File: src/iwd_pkg.sv
// constants, state codes and factor layout for the io-mapped watchdog timer
package iwd_pkg;

    // ****************************************************************
    // clock and timing
    // ****************************************************************
    localparam int unsigned CLK_HZ          = 25_000_000;  // board reference clock
    localparam int unsigned HALF_UNIT_MS    = 3000;        // half of the ~6 s factor unit
    localparam int unsigned HALF_UNIT_CYC   = HALF_UNIT_MS * (CLK_HZ / 1000);
    localparam int unsigned RST_PULSE_US    = 4;           // system reset pulse width
    localparam int unsigned RST_PULSE_CYC   = RST_PULSE_US * (CLK_HZ / 1_000_000);
    localparam int unsigned LED_HALF_MS     = 250;         // led on/off time while counting
    localparam int unsigned LED_HALF_CYC    = LED_HALF_MS * (CLK_HZ / 1000);

    // ****************************************************************
    // io decode
    // ****************************************************************
    localparam int          IO_ADDR_W       = 10;          // isa i/o decode width
    localparam logic [9:0]  FACTOR_REG_OFF     = 10'h214;  // factor register, switch off
    localparam logic [9:0]  FACTOR_REG_OFF_ALT = 10'h294;  // factor register, switch on

    // ****************************************************************
    // factor byte layout
    // ****************************************************************
    localparam logic [7:0]  FACTOR_OFF      = 8'h00;       // disable value
    localparam int          FACTOR_IRQ_BIT  = 6;           // 1 = interrupt, 0 = reset
    localparam int          FACTOR_CODE_LSB = 0;           // period code field
    localparam int          FACTOR_CODE_W   = 3;
    localparam int          HALF_CNT_W      = 4;           // counts up to 14 halves

    // ****************************************************************
    // control states, one-hot
    // ****************************************************************
    typedef enum logic [3:0] {
        IWD_OFF   = 4'b0001,   // disabled
        IWD_RUN   = 4'b0010,   // counting toward time-out
        IWD_PULSE = 4'b0100,   // driving system reset pulse
        IWD_IRQ   = 4'b1000    // interrupt raised, waiting for a write
    } iwd_state_t;

endpackage

File: src/iwd_watchdog.sv
// io-mapped watchdog timer with reset or interrupt time-out action
`timescale 1ns/1ps

// Functional notes
// - disabled after reset until nonzero factor written
// - led blinks while counting, steady when off
// - byte write of factor enables with period
// - every nonzero write outside the reset pulse clears elapsed count and restarts
// - writing 00h disables, no further time-out action
// - time-out gives reset pulse or irq15
// - unit about 6 s, half to 7 units
// - c0h..c7h give 3..42 s, interrupt mode
// - 84h is 24 s reset, c4h 24 s irq
// - new factor applies at once
// - host enables before unmasking the interrupt
// - decode 214h-215h or 294h-295h by switch
module iwd_watchdog
    import iwd_pkg::*;
#(
    parameter int unsigned HALF_UNIT_CYCLES = HALF_UNIT_CYC,  // one half factor unit
    parameter int unsigned LED_CYCLES       = LED_HALF_CYC,   // led toggle interval
    parameter int unsigned PULSE_CYCLES     = RST_PULSE_CYC   // reset pulse width
) (
    // clock and reset
    input  wire logic                 i_ref_clk,
    input  wire logic                 i_rst,
    // host i/o write port
    input  wire logic [IO_ADDR_W-1:0] i_io_addr,
    input  wire logic [7:0]           i_io_data,
    input  wire logic                 i_io_wr,
    // board switch
    input  wire logic                 i_io_base_select_switch,
    // time-out actions and indicator
    output logic                      o_sys_reset,
    output logic                      o_irq15,
    output logic                      o_led
);

    // ****************************************************************
    // local widths
    // ****************************************************************
    localparam int PRE_W = $clog2(HALF_UNIT_CYCLES + 1);  // prescaler width
    localparam int LED_W = $clog2(LED_CYCLES + 1);        // led divider width
    localparam int PUL_W = $clog2(PULSE_CYCLES + 1);      // pulse counter width

    // ****************************************************************
    // state
    // ****************************************************************
    iwd_state_t              state;       // control state
    iwd_state_t              next_state;
    logic                    irq_mode;    // action selected by factor
    logic                    next_irq_mode;
    logic [FACTOR_CODE_W-1:0] code;       // period code
    logic [FACTOR_CODE_W-1:0] next_code;
    logic [PRE_W-1:0]        pre;         // prescaler toward one tick
    logic [PRE_W-1:0]        next_pre;
    logic [HALF_CNT_W-1:0]   halves;      // elapsed half units
    logic [HALF_CNT_W-1:0]   next_halves;
    logic [PUL_W-1:0]        pulse;       // reset pulse cycles done
    logic [PUL_W-1:0]        next_pulse;
    logic [LED_W-1:0]        led_div;     // led divider
    logic [LED_W-1:0]        next_led_div;
    logic                    led;         // led level
    logic                    next_led;
    logic                    sys_reset;   // reset output register
    logic                    next_sys_reset;
    logic                    irq;         // interrupt output register
    logic                    next_irq;

    // ****************************************************************
    // decode and derived terms
    // ****************************************************************
    logic                    hit;         // write to our port pair
    logic                    tick;        // prescaled half-unit tick
    logic [HALF_CNT_W-1:0]   limit;       // halves that make the period

    // port pair chosen by switch, both ports of the pair map the register
    always_comb begin
        if (i_io_base_select_switch) begin
            hit = i_io_wr && (i_io_addr[9:1] == FACTOR_REG_OFF_ALT[9:1]);
        end else begin
            hit = i_io_wr && (i_io_addr[9:1] == FACTOR_REG_OFF[9:1]);
        end
    end

    // fixed tick from board clock
    assign tick = (pre == PRE_W'(HALF_UNIT_CYCLES - 1));

    // code 0 is a half unit, otherwise code whole units of two halves
    always_comb begin
        if (code == '0) begin
            limit = HALF_CNT_W'(1);
        end else begin
            limit = HALF_CNT_W'({code, 1'b0});
        end
    end

    // ****************************************************************
    // control next state
    // ****************************************************************
    always_comb begin
        next_state     = state;
        next_irq_mode  = irq_mode;
        next_code      = code;
        next_pre       = pre;
        next_halves    = halves;
        next_pulse     = pulse;
        next_sys_reset = 1'b0;
        next_irq       = irq;
        if (hit && state != IWD_PULSE) begin
            // any write restarts the count from zero
            next_pre    = '0;
            next_halves = '0;
            // enabling never raises the interrupt by itself
            next_irq    = 1'b0;
            if (i_io_data == FACTOR_OFF) begin
                next_state = IWD_OFF;
            end else begin
                // new factor takes effect now
                next_state    = IWD_RUN;
                next_irq_mode = i_io_data[FACTOR_IRQ_BIT];
                next_code     = i_io_data[FACTOR_CODE_LSB +: FACTOR_CODE_W];
            end
        end else begin
            unique case (state)
                IWD_OFF: begin
                    next_irq = 1'b0;
                end
                IWD_RUN: begin
                    if (tick) begin
                        next_pre = '0;
                        if (halves + HALF_CNT_W'(1) >= limit) begin
                            next_halves = '0;
                            if (irq_mode) begin
                                next_state = IWD_IRQ;
                                next_irq   = 1'b1;
                            end else begin
                                next_state     = IWD_PULSE;
                                next_pulse     = '0;
                                next_sys_reset = 1'b1;
                            end
                        end else begin
                            next_halves = halves + HALF_CNT_W'(1);
                        end
                    end else begin
                        next_pre = pre + PRE_W'(1);
                    end
                end
                IWD_PULSE: begin
                    // fixed width pulse, then back to disabled
                    if (pulse == PUL_W'(PULSE_CYCLES - 1)) begin
                        next_state = IWD_OFF;
                    end else begin
                        next_pulse     = pulse + PUL_W'(1);
                        next_sys_reset = 1'b1;
                    end
                end
                IWD_IRQ: begin
                    next_irq = 1'b1;
                end
            endcase
        end
    end

    // control registers
    always_ff @(posedge i_ref_clk) begin
        if (i_rst) begin
            state     <= IWD_OFF;
            irq_mode  <= 1'b0;
            code      <= '0;
            pre       <= '0;
            halves    <= '0;
            pulse     <= '0;
            sys_reset <= 1'b0;
            irq       <= 1'b0;
        end else begin
            state     <= next_state;
            irq_mode  <= next_irq_mode;
            code      <= next_code;
            pre       <= next_pre;
            halves    <= next_halves;
            pulse     <= next_pulse;
            sys_reset <= next_sys_reset;
            irq       <= next_irq;
        end
    end

    // ****************************************************************
    // indicator led
    // ****************************************************************
    always_comb begin
        next_led_div = '0;
        next_led     = 1'b0;
        if (state == IWD_RUN) begin
            // blink while counting
            if (led_div == LED_W'(LED_CYCLES - 1)) begin
                next_led = ~led;
            end else begin
                next_led_div = led_div + LED_W'(1);
                next_led     = led;
            end
        end
    end

    // led registers, steady off when not counting
    always_ff @(posedge i_ref_clk) begin
        if (i_rst) begin
            led_div <= '0;
            led     <= 1'b0;
        end else begin
            led_div <= next_led_div;
            led     <= next_led;
        end
    end

    // ****************************************************************
    // outputs
    // ****************************************************************
    assign o_sys_reset = sys_reset;
    assign o_irq15     = irq;
    assign o_led       = led;

endmodule

File: config.mk
export PLATFORM = sky130hd
export DESIGN_NAME = iwd_watchdog
export DESIGN_NICKNAME = d
export VERILOG_FILES = /design/src/iwd_pkg.sv /design/src/iwd_watchdog.sv
export SDC_FILE = /design/constraint.sdc
export NUM_CORES = 1
export LEC_CHECK = 0
export BUFFER_PORTS_ARGS = -buffer_cell sky130_fd_sc_hd__buf_4
export CAP_MARGIN = 20
export CORE_MARGIN = 8
export CORE_UTILIZATION = 50
export DETAILED_ROUTE_END_ITERATION = 8
export PLACE_DENSITY = 0.65
export SLEW_MARGIN = 20
export SYNTH_ARGS = -nofsm -noshare
export SYNTH_HDL_FRONTEND = slang
export SYNTH_SLANG_ARGS = --single-unit
File: constraint.sdc
create_clock -name i_ref_clk -period 2.89 [get_ports i_ref_clk]
set_input_delay 0.578 -clock i_ref_clk [delete_from_list [all_inputs] [get_ports i_ref_clk]]
set_output_delay 0.578 -clock i_ref_clk [all_outputs]
set_load 0.01 [all_outputs]
==> results by group, run 1 <==
Critical path
  – CP arrival: 2.70 ns
  – Critical Path Start Type: flop
  – Most used cell, CP: a21oi_1
  – Max FO, Critical Path: 5
  – Delay-heaviest family, CP: simple AND/OR/NAND/NOR gates
  – Crit end category: flop
  – Crit Path Class: flop to flop
  – WP buf/inv: 0
  – CP max-delay cell: or4b_1
  – Critical Path RT: ~3.2 ns
  – Critical-path cell list: or4b_1 > or3_4 > nor3_4 > a21oi_1 > or4_1 > a21oi_1
  – CP max stage delay: about 0.54 ns

Logic synthesis
  – Synth Area per Inst: ~8.4 um^2
  – Largest family of logic cells by synthesized area: simple AND/OR/NAND/NOR gates
  – Number of flops mapped to enable cells by yosys: 0
  – Synth unique cells: 41
  – Flops & latches, synth: 72
  – Yosys warning total: 0
  – Share of the yosys chip area belonging to registers: 0.424
  – Top cells by area, synth: dfxtp_1 42%, nor2_1 9.8%, xnor2_1 6.4%
  – Syn nets: 436
  – Synth Area in Compound Gates: 0.0529
  – Post-Synth Adder-Cell Area: 0.0294
  – Post-synth ARST share: 0
  – Post-Synth XOR/XNOR Area: 0.129
  – Simple-Gate Fraction of Synth Area: 0.316
  – Mapped Area: 0.00340 mm^2
  – Ys flop type: dfxtp_1
  – Post-synthesis cell count: 406
  – Area share of the largest cell type after synthesis: 0.424
  – Post-synth top area cell: dfxtp_1
  – Mux contribution to synthesized area: 0.0239

Clock network
  – H-tree depth: 3
  – Post-CTS setup buffers: 0
  – Post-CTS sizing: 0
  – Clk slew on worst S/H paths: 0.07 ns
  – Cts-stage hold buffer count: 0
  – CTS buffer count: 9
  – CTS tree: yes
  – Clk root buf: clkbuf_8
  – Worst skew pair latency: 0.33 ns
  – Maximum clock path buffer count: 2
  – Sinks on Clock Net: 72

STA
  – Relative slew slack: 0.523
  – Fmax: 410 MHz
  – Least-Margin Pin Slew: 0.714 ns
  – Clock Skews: 0.00594 ns
  – Tmin final: around 2.4 ns
  – Final slew viol count: 0
  – Final Hold Fails: 0
  – Setup Viol. Count Final: 0
  – Post-route setup TNS: 0 ns
  – RSZ-0062 raised after global routing: no
  – Final period util: 0.843

Status
  – Status: finished, final reports clean

Power and ir drop
  – Maximum VDD drop: 0.212 mV
  – Reg power frac: 0.590
  – Sw frac: 0.211
  – Lkg Pwr: 1.33 nW
  – Power, Total: 1.68 mW
  – Switch Pwr: roughly 0.36 mW
  – Clock Power Share: 0.387
  – Int Power: 1.33 mW
  – Combinational power share: 0.023
  – Pwr dens: about 440 mW/mm^2

Routing
  – Router iterations before antenna repair: 4
  – DR vias/cell: approximately 5.3
  – Total Routed Length: 6.42 mm
  – Avg WL per Cell: about 12 um
  – ANT nets after route: 0
  – DR vias: 2741
  – DRT iter0 DRCs: 74
  – Residual DRC: 0

Worst hold path
  – Hold Path Class: flop to flop

Floorplan
  – Core Area: 0.00668 mm^2
  – Ports: 25
  – Die Ht: 98.5 um
  – Starting Density: 0.509
  – Die Wd: 98.5 um
  – FP Rows: 30
  – Die footprint: 0.00970 mm^2

Placed design
  – Port bufs: 23
  – RePlAce Congestion: 0.813
  – HPWL after DPL: 4.57 mm

Global route
  – Initial antenna violation count: 0
  – Number of global-route vias before repair: 2586
  – Grt ovf: 0
  – GR Util All Layers: 0.137
  – First-pass GRT wire length: 11.0 mm
  – Largest net degree at the start of global routing: 25

Cells and area
  – N_diodes: 0
  – Area grow syn2layout: 12.2%
  – Layout Nets: 464
  – Final core utilization: 0.572
  – Share of cells above drive strength 1: 0.103
  – Fill cell count: 647

Job
  – MaxCap Viol Count: 0
state kept, by name, summed over array words and instances, names as in the netlist:
name and cells:
o_led 1, irq_mode 1, code 3, pre 27, halves 4, o_irq15 1
o_sys_reset 1, led_div 23, state 4, pulse 7
logic make-up (layout without fill, tap and decap cells):
logic type / count (synthesis) / after routing
simple gates: 216 / 216
fa+ha+maj: 8 / 8
compound gates: 30 / 30
buf+inv: 22 / 51
mux: 8 / 8
xor+xnor: 50 / 50
flops: 72 / 72
area by class of cell:
cell class,count,area (um^2),share of cell area
Clock inverter,2,10.0,0.00262
Sequential cell,72,1440,0.377
Clock buffer,10,138,0.0360
Timing Repair Buffer,27,203,0.0531
Inverter,12,45.0,0.0118
Tap cell,80,100,0.0262
Multi-Input combinational cell,312,1880,0.493
stage by stage:
step	instance area [um^2]	setup WS (ns)	std cells	hold WS, ns
final	3820	0.453	515	0.469
after global routing	3820	0.301	515	0.479
after CTS	3820	0.448	515	0.462
after detailed placement	3670	0.492	503	0.456
after global placement	3670	0.489	503	0.445
after floorplan	3400	0.504	406	0.430
power groups by stage:
| stage | combinational (mW) | clock, mW | sequential, mW |
|---|---|---|---|
| global placement | 0.0387 | 0 | 1.01 |
| finish | 0.0385 | 0.651 | 0.992 |
| floorplan | 0.0141 | 0 | 1.01 |
| CTS | 0.0392 | 0.676 | 0.992 |
| detailed placement | 0.0391 | 0 | 1.01 |
| global route | 0.0426 | 0.720 | 0.991 |
cells in the mapped netlist, drive strengths merged (3+ instances only):
library cell,count
nand3b,6
o21ai,3
mux2i,7
clkbuf,6
nand4,14
nor4,6
nand3,26
buf,4
xor2,25
or3,4
xnor2,25
nand2,31
nand2b,4
and4,5
a21oi,16
and3,7
dfxtp,72
inv,12
nor2,89
ha,8
or4,4
nor3,7
nor4b,5
metal layers:
layer,up-vias,track usage,part of all wire
li1,1446,-,-
met1,1243,0.160,0.49
met2,42,0.218,0.45
met3,10,0.0338,0.037
met4,0,0.0909,0.020
met5,-,0,0
worst paths after layout:
check	cells past startpoint	slack (ns)	start	to
worst max-delay path	6	0.45	pre[23]	o_irq15
worst min-delay path	1	0.47	led_div[0]	led_div[0]
worst max register to register	6	0.45	pre[23]	o_irq15
worst min register to register	1	0.47	led_div[0]	led_div[0]
cell usage in the layout, fill, tap and decap left out, types with 4 or more instances in the layout:
master	n
nor4b_1	4
and4_1	5
ha_1	8
clkbuf_8	10
and3_1	7
xnor2_1	25
mux2i_1	7
nand3_1	26
nor3_1	6
a21oi_1	16
or4_1	4
nand3b_1	6
nand2_1	30
nor4_1	6
buf_4	27
nand2b_1	4
dfxtp_1	72
nand4_1	14
inv_1	12
nor2_1	89
xor2_1	25
No activity file was read; power rests on OpenSTA's default activity.
==> inputs of run 2 (changes only) <==
- ABC_AREA: default -> 1
- PLACE_DENSITY: 0.65 -> 0.67
- clock period: 2.89 -> 2 ns (I/O delays scaled with it)
==> run 2 against run 1 <==
  * Cell count increased by 48%
  * Clock-buffer cell count is 1 higher
  * Critical path depth is 6 higher
  * Utilization rose by 2.5 points
  * Critical endpoint is now pulse[3]
  * Largest cell class unchanged
  * Highest routed layer unchanged
==> results by group, run 2 <==
Logic synthesis
  – Post-synth top area cell: dfxtp_1
  – Mapped Area: 0.00416 mm^2
  – Ys flop type: dfxtp_1
  – Commonest cells post-synth: 150 x nand2_1, 87 x nor2_1, 76 x inv_1
  – Post-synth ARST share: 0
  – Synth unique cells: 39
  – Top-count cell post-synth: nand2_1
  – Top cells by area, synth: dfxtp_1 35%, nand2_1 14%, nor2_1 7.9%
  – Syn nets: 648
  – Flops & latches, synth: 72
  – Post-synthesis cell count: 618
  – Yosys warning total: 0
  – Share of the yosys chip area belonging to registers: 0.347
  – Number of flops mapped to enable cells by yosys: 0
  – Area share of the largest cell type after synthesis: 0.347
  – Synth Area per Inst: 6.73 um^2

Clock network
  – Worst skew pair latency: 0.35 ns
  – Sinks on Clock Net: 72
  – CTS tree: yes
  – CTS buffer count: 9
  – H-tree depth: 3
  – Cts-stage hold buffer count: 0
  – Clk root buf: clkbuf_8
  – Clk slew on worst S/H paths: 0.08 ns
  – Maximum clock path buffer count: 2

Job
  – MaxCap Viol Count: 0

Placed design
  – HPWL after DPL: 7.18 mm
  – DP Cell Count: 746
  – Port bufs: 23
  – RePlAce Congestion: slightly above 0.9

Routing
  – Router iterations before antenna repair: 5
  – DR vias: 3930
  – ANT nets after route: 0
  – Avg WL per Cell: 12.4 um
  – DRT iter0 DRCs: 203
  – Total Routed Length: 9.51 mm
  – DR vias/cell: 5.14
  – Residual DRC: 0

Cells and area
  – Max reg flops: 27
  – N_diodes: 0
  – Non-Filler Instances: 764
  – Largest Register: pre
  – Share of cells above drive strength 1: 0.158
  – Most frequent cells in the layout: 148 x nand2_1, 86 x nor2_1, 76 x inv_1, 69 x dfxtp_1, 46 x nand3_1
  – Most common cell after layout, fill and taps aside: nand2_1
  – Top Registers: pre (27), led_div (23), pulse (7)
  – Fill cell count: between 700 and 800
  – Layout Nets: 684
  – Area grow syn2layout: 16.7%
  – FF+latch area: 0.00145 mm^2
  – Area occupied by multi-input gates: 0.00247 mm^2

Critical path
  – CP max stage delay: 0.35 ns
  – CP arrival: 2.17 ns
  – Max FO, Critical Path: 7
  – Critical Path RT: 2.28 ns
  – CP max-delay cell: dfxtp_2
  – Crit end category: flop
  – Crit Path Class: flop to flop
  – Critical-path cell list: ha_4 > xor2_2 > ha_1 > nand2_1 > inv_1 > nand2_1 > nand3_2 > nand3_4 > nand2_4 > nand2_4 > nand2_2 > a21oi_2
  – Critical Path Start Type: flop

Global route
  – Initial antenna violation count: 0
  – First-pass GRT wire length: 16.6 mm
  – GR Util All Layers: 0.173
  – Largest net degree at the start of global routing: 19
  – Grt ovf: 0
  – Number of global-route vias before repair: 3835

STA
  – Setup Viol. Count Final: 0
  – Final Hold Fails: 0
  – Tmin final: 1.89 ns
  – RSZ-0062 raised after global routing: yes
  – Relative slew slack: 0.759
  – Final period util: 0.945
  – Post-route setup TNS: 0 ns
  – Final slew viol count: 0
  – Fmax: 529 MHz
  – Clock Skews: 0.0103 ns
  – Least-Margin Pin Slew: between 0.3 and 0.4 ns

Worst hold path
  – Hold Path Class: primary input to flop

Floorplan
  – Die footprint: 0.0115 mm^2
  – Core Area: ~0.0081 mm^2
  – FP Rows: 33
  – Ports: 25
  – Die Wd: 107 um
  – Die Ht: 107 um
  – Starting Density: 0.511

Power and ir drop
  – Maximum VDD drop: about 0.47 mV
  – Pwr dens: ~620 mW/mm^2
  – Lkg Pwr: between 1.5 and 2 nW
  – Power, Total: 3.01 mW

Status
  – Status: finished, final reports clean
## run 2: cell types whose count changed after synthesis, sizes merged, moves of 17 or more
cell / delta
a21oi: +27
inv: +69
nand2: +129
nand3: +22
xnor2: -21
xor2: -17
## run 2: where the power goes
part           internal (mW)  switching, mW
combinational         0.0327         0.0330
clock                  0.959          0.555
sequential              1.43       0.000135
total                   2.42          0.588
## run 2: cell type report
cell class,instances,share of cell area
multi-input cells,459,0.510
flip-flops and latches,72,0.298
inverters,81,0.0632
repair buffers,31,0.0480
clock buffers,11,0.0271
well taps,105,0.0271
clock inverters,5,0.0266
## run 2: repair_timing
action                                  4_1_cts  5_1_grt
gates cloned                                  0        1
pin swaps                                     0        8
endpoints found under the setup margin       12       39
setup buffers                                 0        1
gates resized for setup                       3       20
endpoints found under the hold margin         0        0
## run 2: worst paths after layout
check / startpoint / end / slack (ns) / depth (start not counted)
min reg2reg: led_div[0] / led_div[0] / 0.46 / 1
max reg2reg: halves[0] / pulse[3] / 0.11 / 12
min: i_rst / pulse[1] / 0.32 / 2
max: halves[0] / pulse[3] / 0.11 / 12
## run 2: through the flow
| stage | util | hold slack, ns | cell area (um^2) | setup WS [ns] |
|---|---|---|---|---|
| floorplan | - | 0.417 | 4160 | 0.171 |
| global placement | 0.549 | 0.428 | 4460 | -0.0192 |
| detailed placement | 0.549 | 0.444 | 4460 | -0.0903 |
| CTS | 0.582 | 0.304 | 4740 | 0.0226 |
| global route | 0.596 | 0.325 | 4850 | -0.0265 |
| finish | 0.596 | 0.322 | 4850 | 0.110 |
## run 2: worst max-delay path, delay by kind of cell (launching register included)
kind | cells | cell delay [ns]
compound gates | 1 | 0.14
xor+xnor | 1 | 0.17
fa+ha+maj | 2 | 0.46
buf+inv | 1 | 0.04
flops | 1 | 0.35
simple gates | 7 | 0.66
## run 2: routing by layer
metal / GRT usage / up-vias / wire length, um
met5: 0 / - / 0
met4: 0.0653 / 0 / 109
met3: 0.0348 / 9 / 395
met2: 0.286 / 90 / 4410
met1: 0.217 / 1759 / 4590
li1: - / 2072 / -
## run 2: logic make-up after synthesis
| group | count (synthesis) | share of synthesized area |
|---|---|---|
| and+or+nand+nor | 371 | 0.433 |
| xor gates and xnor gates | 12 | 0.0253 |
| adders and majority gates | 8 | 0.0241 |
| AOI/OAI and AO/OA | 67 | 0.0849 |
| DFF | 72 | 0.347 |
| buffers and inverters | 88 | 0.0861 |
